`config.mk`:
```
export PLATFORM = sky130hd
export DESIGN_NAME = epiu_ext_pin_irq_unit
export DESIGN_NICKNAME = d
export VERILOG_FILES = /design/src/epiu_pkg.sv /design/src/epiu_ext_pin_irq_unit.sv
export SDC_FILE = /design/constraint.sdc
export NUM_CORES = 1
export LEC_CHECK = 0
export BUFFER_PORTS_ARGS = -buffer_cell sky130_fd_sc_hd__buf_4
export CAP_MARGIN = 20
export CELL_PAD_IN_SITES_DETAIL_PLACEMENT = 0
export CELL_PAD_IN_SITES_GLOBAL_PLACEMENT = 1
export CORE_MARGIN = 4
export CORE_UTILIZATION = 36
export DETAILED_ROUTE_END_ITERATION = 10
export PLACE_DENSITY = 0.95
export SETUP_SLACK_MARGIN = 0.3
export SLEW_MARGIN = 20
export SYNTH_ARGS = -nofsm -noshare
export SYNTH_HDL_FRONTEND = slang
export SYNTH_SLANG_ARGS = --single-unit
```
`constraint.sdc`:
```
create_clock -name clock_in -period 2.05 [get_ports clock_in]
set_input_delay 0.205 -clock clock_in [delete_from_list [all_inputs] [get_ports clock_in]]
set_output_delay 0.205 -clock clock_in [all_outputs]
set_load 0.02 [all_outputs]
```
`src/epiu_pkg.sv`:
```
package epiu_pkg;
	// Number of maskable external lines
	localparam int NUM_LINES = 8;
	// Sync stages ahead of detection
	localparam int SYNC_STAGES = 2;
	// Majority window of the filter
	localparam int FILTER_TAPS = 3;
	// Reset values of the per-line control bits
	localparam logic RST_ENABLE = 1'b0;
	localparam logic RST_MASK = 1'b0;
	localparam logic RST_MODE = 1'b0;
	localparam logic RST_POL = 1'b0;
	localparam logic RST_FILTER = 1'b0;
	localparam logic RST_ASYNC = 1'b0;
	localparam logic RST_PENDING = 1'b0;
	// Mode bit meanings
	localparam logic MODE_EDGE = 1'b0;
	localparam logic MODE_LEVEL = 1'b1;
endpackage

```
`src/epiu_ext_pin_irq_unit.sv`:
```
`timescale 1ns/1ps
// Notes on behaviour
// Each line has its own request output, gated by its own mask bit.
// Each line can trigger on rising edge, falling edge, high level or low level.
// Each line has a selectable spike filter ahead of the pending flag.
// A line set asynchronous detects its level combinationally and wakes the part.
// The non-maskable line has the same options and drives the CPU's NMI request.
// Wake is raised for any enabled trigger, even when the line is masked.
// Mode zero selects edge, one level; polarity zero selects falling/low, one rising/high.
// In synchronous mode the pin passes two sampling flops before the request.
// With the filter on, the trigger counts only if true in two of the last three cycles.
// A pending flag stays set until a one is written to its clear bit or the line is disabled.
// Synchronous edges compare two consecutive synchronised samples in the set direction.
module epiu_ext_pin_irq_unit #(
	parameter int NUM_LINES = epiu_pkg::NUM_LINES
) (
	// Clock and reset
	input wire logic clock_in,
	input wire logic sys_rst_in,
	// Pins; index NUM_LINES is the non-maskable line
	input wire logic [NUM_LINES:0] ext_irq_pin_in,
	// Per-line configuration levels
	input wire logic [NUM_LINES:0] mode_in,
	input wire logic [NUM_LINES:0] polarity_in,
	input wire logic [NUM_LINES:0] filter_in,
	input wire logic [NUM_LINES:0] async_in,
	// Enable, disable, mask and clear strobes
	input wire logic [NUM_LINES:0] enable_set_in,
	input wire logic [NUM_LINES:0] enable_clr_in,
	input wire logic [NUM_LINES:0] mask_set_in,
	input wire logic [NUM_LINES:0] mask_clr_in,
	input wire logic [NUM_LINES:0] pending_clr_in,
	// Status
	output logic [NUM_LINES:0] enabled_out,
	output logic [NUM_LINES:0] mask_out,
	output logic [NUM_LINES:0] pending_flags_out,
	// Requests
	output logic [NUM_LINES-1:0] irq_req_out,
	output logic nmi_req_out,
	output logic wake_out
);
	localparam int N = NUM_LINES + 1;
	logic [N-1:0] enable_reg;
	logic [N-1:0] mask_reg;
	logic [N-1:0] pending_reg;
	logic [N-1:0] sync0_reg;
	logic [N-1:0] sync1_reg;
	logic [N-1:0] prev_reg;
	logic [N-1:0] hist1_reg;
	logic [N-1:0] hist2_reg;
	logic [N-1:0] trig_sync;
	logic [N-1:0] trig_cond;
	logic [N-1:0] trig_async;
	logic [N-1:0] hit;
	logic [N-1:0] wake_src;

	genvar i;
	generate
		for (i = 0; i < N; i++) begin : g_line
			wire logic level_hit;
			wire logic edge_hit;
			wire logic vote;
			// Level against polarity on the second synchronised sample
			assign level_hit = (sync1_reg[i] == polarity_in[i]);
			// Consecutive samples differing toward the polarity
			assign edge_hit = (sync1_reg[i] != prev_reg[i]) && (sync1_reg[i] == polarity_in[i]);
			assign trig_cond[i] = (mode_in[i] == epiu_pkg::MODE_LEVEL) ? level_hit : edge_hit;
			// Two of three votes
			assign vote = (trig_cond[i] & hist1_reg[i]) | (trig_cond[i] & hist2_reg[i])
				| (hist1_reg[i] & hist2_reg[i]);
			assign trig_sync[i] = filter_in[i] ? vote : trig_cond[i];
			// Async path reads the raw pin, edges act as levels, no filter
			assign trig_async[i] = (ext_irq_pin_in[i] == polarity_in[i]);
			assign hit[i] = enable_reg[i] & (async_in[i] ? trig_async[i] : trig_sync[i]);
			// Wake straight from the pin when async, so a stopped clock is no obstacle
			assign wake_src[i] = enable_reg[i] & (async_in[i] ? trig_async[i] : pending_reg[i]);
		end
	endgenerate

	// Synchronous sampling chain
	always_ff @(posedge clock_in) begin
		if (sys_rst_in) begin
			sync0_reg <= '0;
			sync1_reg <= '0;
			prev_reg <= '0;
			hist1_reg <= '0;
			hist2_reg <= '0;
		end else begin
			sync0_reg <= ext_irq_pin_in;
			sync1_reg <= sync0_reg;
			prev_reg <= sync1_reg;
			hist1_reg <= trig_cond;
			hist2_reg <= hist1_reg;
		end
	end

	// Set wins over a write-one clear; disabling always clears
	always_ff @(posedge clock_in) begin
		if (sys_rst_in) begin
			enable_reg <= {N{epiu_pkg::RST_ENABLE}};
			mask_reg <= {N{epiu_pkg::RST_MASK}};
			pending_reg <= {N{epiu_pkg::RST_PENDING}};
		end else begin
			enable_reg <= (enable_reg | enable_set_in) & ~enable_clr_in;
			mask_reg <= (mask_reg | mask_set_in) & ~mask_clr_in;
			pending_reg <= ((pending_reg & ~pending_clr_in) | hit) & enable_reg
				& ~enable_clr_in;
		end
	end

	assign enabled_out = enable_reg;
	assign mask_out = mask_reg;
	assign pending_flags_out = pending_reg;
	// Separate, individually masked requests
	assign irq_req_out = pending_reg[NUM_LINES-1:0] & mask_reg[NUM_LINES-1:0];
	// Non-maskable line goes to the CPU, still gated by its enable and mask bits
	assign nmi_req_out = pending_reg[NUM_LINES] & mask_reg[NUM_LINES];
	// Wake regardless of mask
	assign wake_out = |wake_src;

	// Pin seen at one edge sets the pending flag two edges later
	a_sync_latency: assert property (@(posedge clock_in) disable iff (sys_rst_in)
		(!async_in[0] && !filter_in[0] && mode_in[0] && polarity_in[0] && enable_reg[0]
		&& ext_irq_pin_in[0]) ##2 (!async_in[0] && !filter_in[0] && mode_in[0]
		&& polarity_in[0] && enable_reg[0] && !enable_clr_in[0])
		|=> pending_reg[0])
		else $error("Level request not pending two cycles after pin");
	a_mask_gates: assert property (@(posedge clock_in) disable iff (sys_rst_in)
		irq_req_out[0] |-> (mask_reg[0] && pending_reg[0]))
		else $error("Request raised on masked line");
	a_pending_holds: assert property (@(posedge clock_in) disable iff (sys_rst_in)
		(pending_reg[1] && !pending_clr_in[1] && !enable_clr_in[1]) |=> pending_reg[1])
		else $error("Pending flag dropped without clear");
	a_disable_clears: assert property (@(posedge clock_in) disable iff (sys_rst_in)
		enable_clr_in[2] |=> !pending_reg[2] && !enable_reg[2])
		else $error("Disable did not clear pending flag");
	a_filter_vote: assert property (@(posedge clock_in) disable iff (sys_rst_in)
		(filter_in[0] && !async_in[0] && enable_reg[0] && !trig_cond[0] && !hist1_reg[0])
		|-> !hit[0])
		else $error("Filter passed a single-cycle trigger");
	a_edge_once: assert property (@(posedge clock_in) disable iff (sys_rst_in)
		(mode_in[3] == epiu_pkg::MODE_EDGE && $stable(sync1_reg[3]) && $past(sync1_reg[3])
		== prev_reg[3]) |-> !trig_cond[3])
		else $error("Edge trigger without a change");
	a_async_wake: assert property (@(posedge clock_in) disable iff (sys_rst_in)
		(async_in[4] && enable_reg[4] && ext_irq_pin_in[4] == polarity_in[4]) |-> wake_out
		##1 (pending_reg[4] || enable_clr_in[4] || $past(enable_clr_in[4])))
		else $error("Async trigger did not wake");
	a_nmi_route: assert property (@(posedge clock_in) disable iff (sys_rst_in)
		nmi_req_out |-> pending_reg[NUM_LINES] && enabled_out[NUM_LINES])
		else $error("NMI request without pending NMI");
	a_wake_unmasked: assert property (@(posedge clock_in) disable iff (sys_rst_in)
		(pending_reg[5] && enable_reg[5]) |-> wake_out)
		else $error("Pending line gave no wake");
	a_level_pol: assert property (@(posedge clock_in) disable iff (sys_rst_in)
		(mode_in[6] && !polarity_in[6] && sync1_reg[6]) |-> !trig_cond[6])
		else $error("Low-level trigger on high pin");

	// Second stage always follows the first by one edge
	a_sync_chain: assert property (@(posedge clock_in) disable iff (sys_rst_in)
		sync1_reg == $past(sync0_reg))
		else $error("Sampling chain skipped a stage");

	// A disabled line never holds a pending flag
	a_disabled_idle: assert property (@(posedge clock_in) disable iff (sys_rst_in)
		(pending_reg & ~enable_reg) == '0)
		else $error("Pending flag on a disabled line");

	// Clear with no trigger in the same cycle drops the flag
	a_clear_takes: assert property (@(posedge clock_in) disable iff (sys_rst_in)
		(pending_clr_in[0] && !hit[0]) |=> !pending_reg[0])
		else $error("Clear strobe left flag set");

	// Trigger beats a clear landing in the same cycle
	a_set_wins: assert property (@(posedge clock_in) disable iff (sys_rst_in)
		(hit[0] && !enable_clr_in[0]) |=> pending_reg[0])
		else $error("Trigger lost against clear");

	// Disable beats enable when both strobe together
	a_en_clr_wins: assert property (@(posedge clock_in) disable iff (sys_rst_in)
		(enable_set_in[1] && enable_clr_in[1]) |=> !enable_reg[1])
		else $error("Enable won over disable");

	// Mask clear beats mask set when both strobe together
	a_mask_clr_wins: assert property (@(posedge clock_in) disable iff (sys_rst_in)
		(mask_set_in[1] && mask_clr_in[1]) |=> !mask_reg[1])
		else $error("Mask set won over mask clear");

	// Non-maskable request only from its own flag
	a_nmi_apart: assert property (@(posedge clock_in) disable iff (sys_rst_in)
		!pending_reg[NUM_LINES] |-> !nmi_req_out)
		else $error("NMI request without its flag");

	// Async trigger reaches the flag at the next edge
	a_async_flag: assert property (@(posedge clock_in) disable iff (sys_rst_in)
		(async_in[4] && enable_reg[4] && !enable_clr_in[4]
		&& ext_irq_pin_in[4] == polarity_in[4]) |=> pending_reg[4])
		else $error("Async trigger did not set flag");

	// Rising edge seen in edge mode with high polarity
	a_rise_edge: assert property (@(posedge clock_in) disable iff (sys_rst_in)
		(mode_in[7] == epiu_pkg::MODE_EDGE && polarity_in[7] && !prev_reg[7]
		&& sync1_reg[7]) |-> trig_cond[7])
		else $error("Rising edge missed");

	// Falling edge seen in edge mode with low polarity
	a_fall_edge: assert property (@(posedge clock_in) disable iff (sys_rst_in)
		(mode_in[7] == epiu_pkg::MODE_EDGE && !polarity_in[7] && prev_reg[7]
		&& !sync1_reg[7]) |-> trig_cond[7])
		else $error("Falling edge missed");

	// Two agreeing votes must pass the filter
	a_filter_pass: assert property (@(posedge clock_in) disable iff (sys_rst_in)
		(filter_in[3] && !async_in[3] && enable_reg[3] && trig_cond[3] && hist1_reg[3])
		|-> hit[3])
		else $error("Filter blocked a majority trigger");

	// No wake without an enabled pending or async source
	a_wake_quiet: assert property (@(posedge clock_in) disable iff (sys_rst_in)
		((enable_reg & (pending_reg | async_in)) == '0) |-> !wake_out)
		else $error("Wake raised with no source");
endmodule

```
# Word level (Yosys, flattened, before mapping)
# Cells that the tools add are included.
dict set report word_totals {
  register_bits 72
  latchBits 0
  ram_bits 0
  mem_bits_ro 0
  out_inout_bits 37
  wordCells 157
  n_memories 0
}
dict set report op_classes {
  add_sub_neg 0
  mul 0
  div 0
  order_cmp 0
  n_eq_ne 27
  shifts 0
  muxes 36
  bitwise 76
  n_reduce_logical 10
}
# operator n
set op_table {}
lappend op_table {{$and 1x1->1} 46}
lappend op_table {{$and 9x9->9} 5}
lappend op_table {{$mux 1} 36}
lappend op_table {{$not 9->9} 3}
lappend op_table {{$or 9x9->9} 3}
lappend op_table {{$eq 1x1->1} 18}
lappend op_table {{$or 1x1->1} 18}
lappend op_table {{$logic_and 1x1->1} 9}
lappend op_table {{$ne 1x1->1} 9}
lappend op_table {{$reduce_or 9->1} 1}
lappend op_table {{$and 8x8->8} 1}

# Longest topological paths before layout
# Gate-level depths: netlist (run 1).
dict set report logic_depth {
  ltp_word 12
  ltp_mapped 5
  ltp_nobuf 5
}

# Least setup slack after synthesis (run 1)
# OpenSTA, ideal clock, no wires.
dict set report synth_path {
  path_type {flip-flop to output port}
  startpoint {reg pending_reg[6] (netlist: pending_flags_out[6])}
  endpoint {out wake_out}
  arrival_time_ns 1.201
  path_slack_ns 0.644
  path_stages_with_launch 4
  n_path_buf 0
  path_cell_list {dfxtp_1 mux2_4 a222oi_1 nand3_1}
}
dict set report synth_via {
  elab_chain_len 3
}
# item line_no
set synth_lines {}
lappend synth_lines {{start, declared} epiu_ext_pin_irq_unit.sv:45} ;# logic [N-1:0] pending_reg;
lappend synth_lines {{start signal, assigned} epiu_ext_pin_irq_unit.sv:102} ;# pending_reg <= {N{epiu_pkg::RST_PENDING}};
lappend synth_lines {{start signal, assigned} epiu_ext_pin_irq_unit.sv:106} ;# pending_reg <= ((pending_reg & ~pending_clr_in) | hit) & enable_reg
lappend synth_lines {{$mux 1} epiu_ext_pin_irq_unit.sv:76} ;# assign wake_src[i] = enable_reg[i] & (async_in[i] ? trig_async[i] : pending_reg[i]);
lappend synth_lines {{$and 1x1->1} epiu_ext_pin_irq_unit.sv:76}
lappend synth_lines {{$reduce_or 9->1} epiu_ext_pin_irq_unit.sv:119} ;# assign wake_out = |wake_src;
lappend synth_lines {{end, declared} epiu_ext_pin_irq_unit.sv:40} ;# output logic wake_out
# Every way passes these cells.

# Worst setup path in the final report (run 1)
# Ends and elaborated chain as after synthesis.

==> impl_metrics.csv, run 1 <==
group,metric,value,unit
logic_synthesis,synth_top_family_by_area,"simple AND/OR/NAND/NOR gates",
setup_path,worstPathBufferInverterCount,1,
clock_network,clk_pin_slew_worst_paths,0.08,ns
route,wirelength,6800,um
worst_hold_path,whs_endpoint,"mask_out[2]",
logic_synthesis,syn_inst,313,
route,vias,2564,
status,status,"completed",
power,power.leakage,1.88,nW
setup_path,critPathArrivalTime,1.57,ns
route,ant_nets,0,
placement,numPortBuffers,128,
timing,whs,0.0243,ns
clock_network,clkLatencyLatePin,0.33,ns
setup_path,critPathSlowestCell,"a222oi_1",
setup_path,reg2reg_slack,0.74,ns
power,switching_share,0.243,
power,ir_worst_vdd,333,uV
floorplan,fp.dieH,96.6,um
power,p_seq_frac,0.493,
timing,finalClockSkew,0.0111,ns
route,drtPass1Iterations,4,
worst_hold_path,hp-start,"mask_clr_in[2]",
global_routing,grt_max_degree,56,
timing,rsz0062_at_grt,"true",
layout,area_delta_synth_final,47.2,%
global_routing,gr-total-overflow,0,
timing,fin_crit,1.77,ns
setup_path,r2r_end,"pending_flags_out[5]",
global_routing,grt.met1_usage,0.178,
setup_path,critPathMaxStageDelay,0.36,ns
layout,post_layout_nonfiller_instances,558,
route,post-route-drc-count,0,
timing,slew_headroom,0.621,
clock_network,clockRootBuffer,"clkbuf_8",
setup_path,r2r_start,"prev_reg[5]",
global_routing,grt_pass1_wl,10600,um
logic_synthesis,ys_seq_elements,72,
route,viasPerCell,4.59,
layout,drive_gt1_frac,0.344,
global_routing,antenna_found_initial,0,
global_routing,use_met2,0.238,
power,power_switching,0.731,mW
layout,final_area,4160,um2
logic_synthesis,synth_area,2830,um2
placement,gp_congestion,0.780,
route,first_iter_violations,36,
timing,drv_slew,0,
logic_synthesis,synth_area_per_cell,9.03,um2
setup_path,required,1.85,ns
floorplan,row_count,32,
clock_network,cts_buffers,9,
clock_network,cts_tree,"yes",
global_routing,grt_most_used_layer,"met2",
logic_synthesis,ys_types,30,
setup_path,crit_type,"flop to primary output",
power,p_int,2.28,mW
logic_synthesis,synth_compound_area_frac,0.147,
power,pwr-share-clk,0.374,
route,post_drt_wl_per_cell,12.2,um
floorplan,io_pins,129,
floorplan,fp.dieW,96.6,um
placement,dp_hpwl,5290,um
logic_synthesis,synth.mux.area_fraction,0.0128,
logic_synthesis,synthAdderAreaFrac,0,
global_routing,met3_usage,0.0434,
setup_path,critPathTopFamily,"compound AO/OA/AOI/OAI gates",
logic_synthesis,yosysWarnings,0,
layout,layout.nets,543,
worst_hold_path,hold_depth,2,
logic_synthesis,syn-num-nets,405,
timing,hold_viol_final,0,
timing,fin_tns_setup,0,ns
timing,worst_slew_pin_slew,0.568,ns
timing,fmax,0.565,GHz
logic_synthesis,yosysTopAreaCell,"dfxtp_1",
setup_path,cp.depth,4,
global_routing,track_usage,0.145,
floorplan,core_area,7690,um2
timing,finalCritPeriodShare,0.864,
logic_synthesis,synth_top_area_share,0.510,
clock_network,cts_buffer_depth,2,
setup_path,r2r_cells,5,
floorplan,initial_utilization,0.368,
setup_path,path_cells,"mux2_4 -> a222oi_1 -> nand3_1 -> buf_6",
placement,placed_cell_area,3900,um2
worst_hold_path,holdCritPathClass,"input pin to flop",
clock_network,cts_max_level,3,
power,total_power,3.01,mW
logic_synthesis,seq_area_frac_synth,0.510,
setup_path,cp-end-kind,"primary output",
placement,dp_slack,0.318,ns
logic_synthesis,yosys.area_share.simple,0.273,
power,power_density,725,nW/um2
placement,dp.cells,538,
floorplan,die-area,9330,um2
timing,finalSetupViolCount,0,
logic_synthesis,synth_area_leaders,"dfxtp_1, nor2b_1, nor2_1, nor3_1, xnor2_1",
power,pwr-share-comb,0.133,
layout,fin_util,0.541,
logic_synthesis,synth_xor_area_frac,0.0279,
setup_path,cp_max_fo,2,
timing,setup_ws,0.279,ns
global_routing,grt_pass1_vias,2367,
setup_path,start_kind,"flop",
clock_network,cts_sinks,72,
job,maxCapViolCount,0,
layout,n_antenna_cell,0,
[routing by layer]
metal,share of wire,vias to the layer above
met1,0.43,1144
met3,0.081,8
met4,0.013,0
met2,0.47,78
li1,-,1334
met5,0,-
[worst max path at each step]
stage / from / end / slack (ns)
CTS: pending_flags_out[6] / wake_out / 0.24
global route: pending_flags_out[6] / wake_out / 0.21
finish: pending_flags_out[6] / wake_out / 0.28
detailed placement: polarity_in[4] / wake_out / 0.32
floorplan: pending_flags_out[6] / wake_out / 0.64
global placement: polarity_in[4] / wake_out / 0.31
[cell usage after synthesis]
cell type	n
a2111oi_0	1
a211oi_1	4
a21boi_0	2
a21oi_1	8
a222oi_1	1
a31oi_1	5
and2_1	11
buf_1	1
clkbuf_1	6
dfxtp_1	72
inv_1	15
mux2_2	1
mux2_4	1
mux2i_1	1
nand2_1	15
nand2b_1	9
nand3_1	3
nand3b_1	2
nor2_1	33
nor2b_1	50
nor3_1	20
nor3b_1	3
o211a_1	2
o21a_1	6
o21ai_0	15
o21bai_1	5
o22ai_1	5
o311a_1	6
o311a_2	1
xnor2_1	9
[cell usage in the layout, fill, tap and decap left out, drive strengths merged, types with 3 or more instances in the layout]
cell type  netlist  routed
o21a             6       6
clkbuf           6      10
nor2            33      33
nor2b           50      50
xnor2            9       9
buf              1     132
nor3            20      20
dfxtp           72      72
nand2           15      15
inv             15      16
nor3b            3       3
o22ai            5       5
and2            11      11
o311a            7       7
a211oi           4       4
nand3            3       3
a31oi            5       5
o21bai           5       5
o21ai           15      15
a21oi            8       8
nand2b           9       9
[what timing repair did]
action	CTS	global route
setup endpoints to repair	1	1
setup buffers	2	0
hold endpoints to repair	0	2
resized for setup	5	5
pin swaps	2	2
hold buffers	0	2
[worst register-to-register path: cells and delay by family (launching register included)]
| family | cells | cell delay [ns] |
|---|---|---|
| DFF | 1 | 0.31 |
| AOI/OAI and AO/OA | 3 | 0.75 |
| and+or+nand+nor | 2 | 0.15 |
[power groups by stage]
stage	Combinational, mW	Sequential [mW]	Clock (mW)
detailed placement	0.395	1.52	0
CTS	0.402	1.49	1.17
global route	0.442	1.49	1.23
floorplan	0.153	1.53	0
global placement	0.388	1.52	0
finish	0.399	1.49	1.13
[cell type report]
class / instances / area [um2]
Sequential cell: 72 / 1450
Clock inverter: 6 / 67.6
Tap cell: 102 / 128
Clock buffer: 10 / 138
Inverter: 15 / 56.3
Fill cell: 719 / 3530
Timing Repair Buffer: 134 / 1010
Multi-Input combinational cell: 219 / 1310
[kinds of logic after synthesis]
kind of cell | Yosys count
AO/OA/AOI/OAI | 61
XOR/XNOR | 9
buffers and inverters | 22
flip-flops | 72
multiplexers | 3
AND/OR/NAND/NOR | 146
(Power assumes the default switching activity.)
==> run 2, diff against run 1 <==
--- a/config.mk
+++ b/config.mk
@@ -12,7 +12,7 @@
 export CORE_MARGIN = 4
 export CORE_UTILIZATION = 36
 export DETAILED_ROUTE_END_ITERATION = 10
-export PLACE_DENSITY = 0.95
+export PLACE_DENSITY = 0.93
 export SETUP_SLACK_MARGIN = 0.3
 export SLEW_MARGIN = 20
 export SYNTH_ARGS = -nofsm -noshare
==> impl_metrics.csv, run 2 (synthesis results as in run 1) <==
group,metric,value,unit
status,status,"completed",
route,met1_length,2810,um
setup_path,start_kind,"flop",
job,maxCapViolCount,0,
timing,finalCritPeriodShare,0.903,
route,ant_nets,0,
setup_path,worstPathBufferInverterCount,1,
placement,dp.cells,537,
timing,hold_viol_final,0,
layout,regArea,1440,um2
timing,slew_headroom,0.581,
power,total_power,2.98,mW
clock_network,clkLatencyLatePin,0.33,ns
worst_hold_path,holdCritPathClass,"input pin to flop",
route,viasPerCell,4.64,
clock_network,cts_max_level,3,
layout,post_layout_nonfiller_instances,555,
clock_network,cts_buffers,9,
clock_network,cts_sinks,72,
setup_path,critPathArrivalTime,1.65,ns
placement,dp_hpwl,5430,um
global_routing,track_usage,0.150,
route,top_layer,"met4",
route,wl_met3,609,um
setup_path,cp-end-kind,"primary output",
layout,layout.nets,540,
floorplan,initial_utilization,0.368,
floorplan,io_pins,129,
setup_path,path_cells,"mux2_4 -> a222oi_1 -> nand3_1 -> buf_6",
timing,fmax,0.540,GHz
route,wl_met2,3440,um
timing,finalClockSkew,0.00913,ns
route,post_drt_wl_per_cell,12.5,um
clock_network,clk_pin_slew_worst_paths,0.08,ns
layout,fillers,780,
layout,fin_util,0.535,
floorplan,fp.dieW,96.6,um
clock_network,cts_buffer_depth,2,
route,wirelength,6960,um
floorplan,core_area,7690,um2
power,power.leakage,1.86,nW
layout,final_cell_mix,"buf_4, dfxtp_1, nor2b_1, nor2_1, nor3_1",
route,post-route-drc-count,0,
route,drtPass1Iterations,4,
global_routing,grt_pass1_vias,2539,
route,first_iter_violations,62,
floorplan,die-area,9330,um2
global_routing,grt_max_degree,63,
floorplan,row_count,32,
timing,worst_slew_pin_slew,0.628,ns
layout,area_delta_synth_final,45.6,%
timing,fin_tns_setup,0,ns
timing,fin_crit,1.85,ns
timing,rsz0062_at_grt,"true",
layout,multiInputGateArea,1300,um2
layout,drive_gt1_frac,0.333,
timing,finalSetupViolCount,0,
setup_path,critPathSlowestCell,"a222oi_1",
clock_network,cts_tree,"yes",
timing,whs,0.0246,ns
timing,drv_slew,0,
layout,final_common_cell,"buf_4",
clock_network,cts_hold_buf,0,
layout,n_antenna_cell,0,
placement,gp_congestion,0.763,
setup_path,cp_max_fo,2,
placement,numPortBuffers,128,
global_routing,grt_pass1_wl,10900,um
route,vias,2575,
setup_path,required,1.85,ns
setup_path,critPathTopFamily,"compound AO/OA/AOI/OAI gates",
global_routing,antenna_found_initial,0,
global_routing,gr-total-overflow,0,
clock_network,clockRootBuffer,"clkbuf_8",
setup_path,crit_type,"flop to primary output",
power,power_density,723,nW/um2
floorplan,fp.dieH,96.6,um
power,ir_worst_vdd,306,uV
setup_path,critPathMaxStageDelay,0.43,ns
run 2: layout make-up:
cell class,instances,share of cell area
clock inverters,5,0.0137
repair buffers,131,0.240
well taps,102,0.0310
clock buffers,11,0.0344
multi-input cells,219,0.316
inverters,15,0.0137
flip-flops and latches,72,0.351
run 2: through the flow:
step	cell area (um2)	setup slack [ns]
after floorplan	2830	0.644
after global placement	3890	0.337
after detailed placement	3890	0.356
after CTS	4110	0.143
after global routing	4110	0.0131
final	4110	0.200
run 2: where the power goes:
part | leakage, nW | switching (mW) | total (mW) | internal, mW
clock | 0.0993 | 0.504 | 1.10 | 0.594
combinational | 1.17 | 0.169 | 0.392 | 0.224
sequential | 0.591 | 0.0315 | 1.49 | 1.45
run 2: worst paths after layout:
kind / start / to / slack (ns) / cells after the start
worst max-delay path: pending_flags_out[6] / wake_out / 0.20 / 4
worst min register to register: sync0_reg[8] / sync1_reg[8] / 0.44 / 1
worst max register to register: prev_reg[5] / pending_flags_out[5] / 0.79 / 5
worst min-delay path: mask_clr_in[7] / mask_out[7] / 0.02 / 2
run 2: per-layer routing:
metal / GRT usage / up-vias
met5: 0 / -
met4: 0.0631 / 0
met3: 0.0465 / 10
met2: 0.258 / 79
met1: 0.173 / 1164
li1: - / 1322
run 2: worst reg2reg max path, cell delays in order, from the launching register on:
cell     delay [ns]
dfxtp_1        0.31
nor2_1         0.10
nor3_1         0.05
a31oi_1        0.24
nor3_1         0.10
o311a_1        0.34
run 2: what timing repair did:
item	4_1_cts	5_1_grt
hold endpoints to repair	0	0
pin swaps	2	0
setup buffers	2	0
endpoints found under the setup margin	1	1
gates resized for setup	3	0
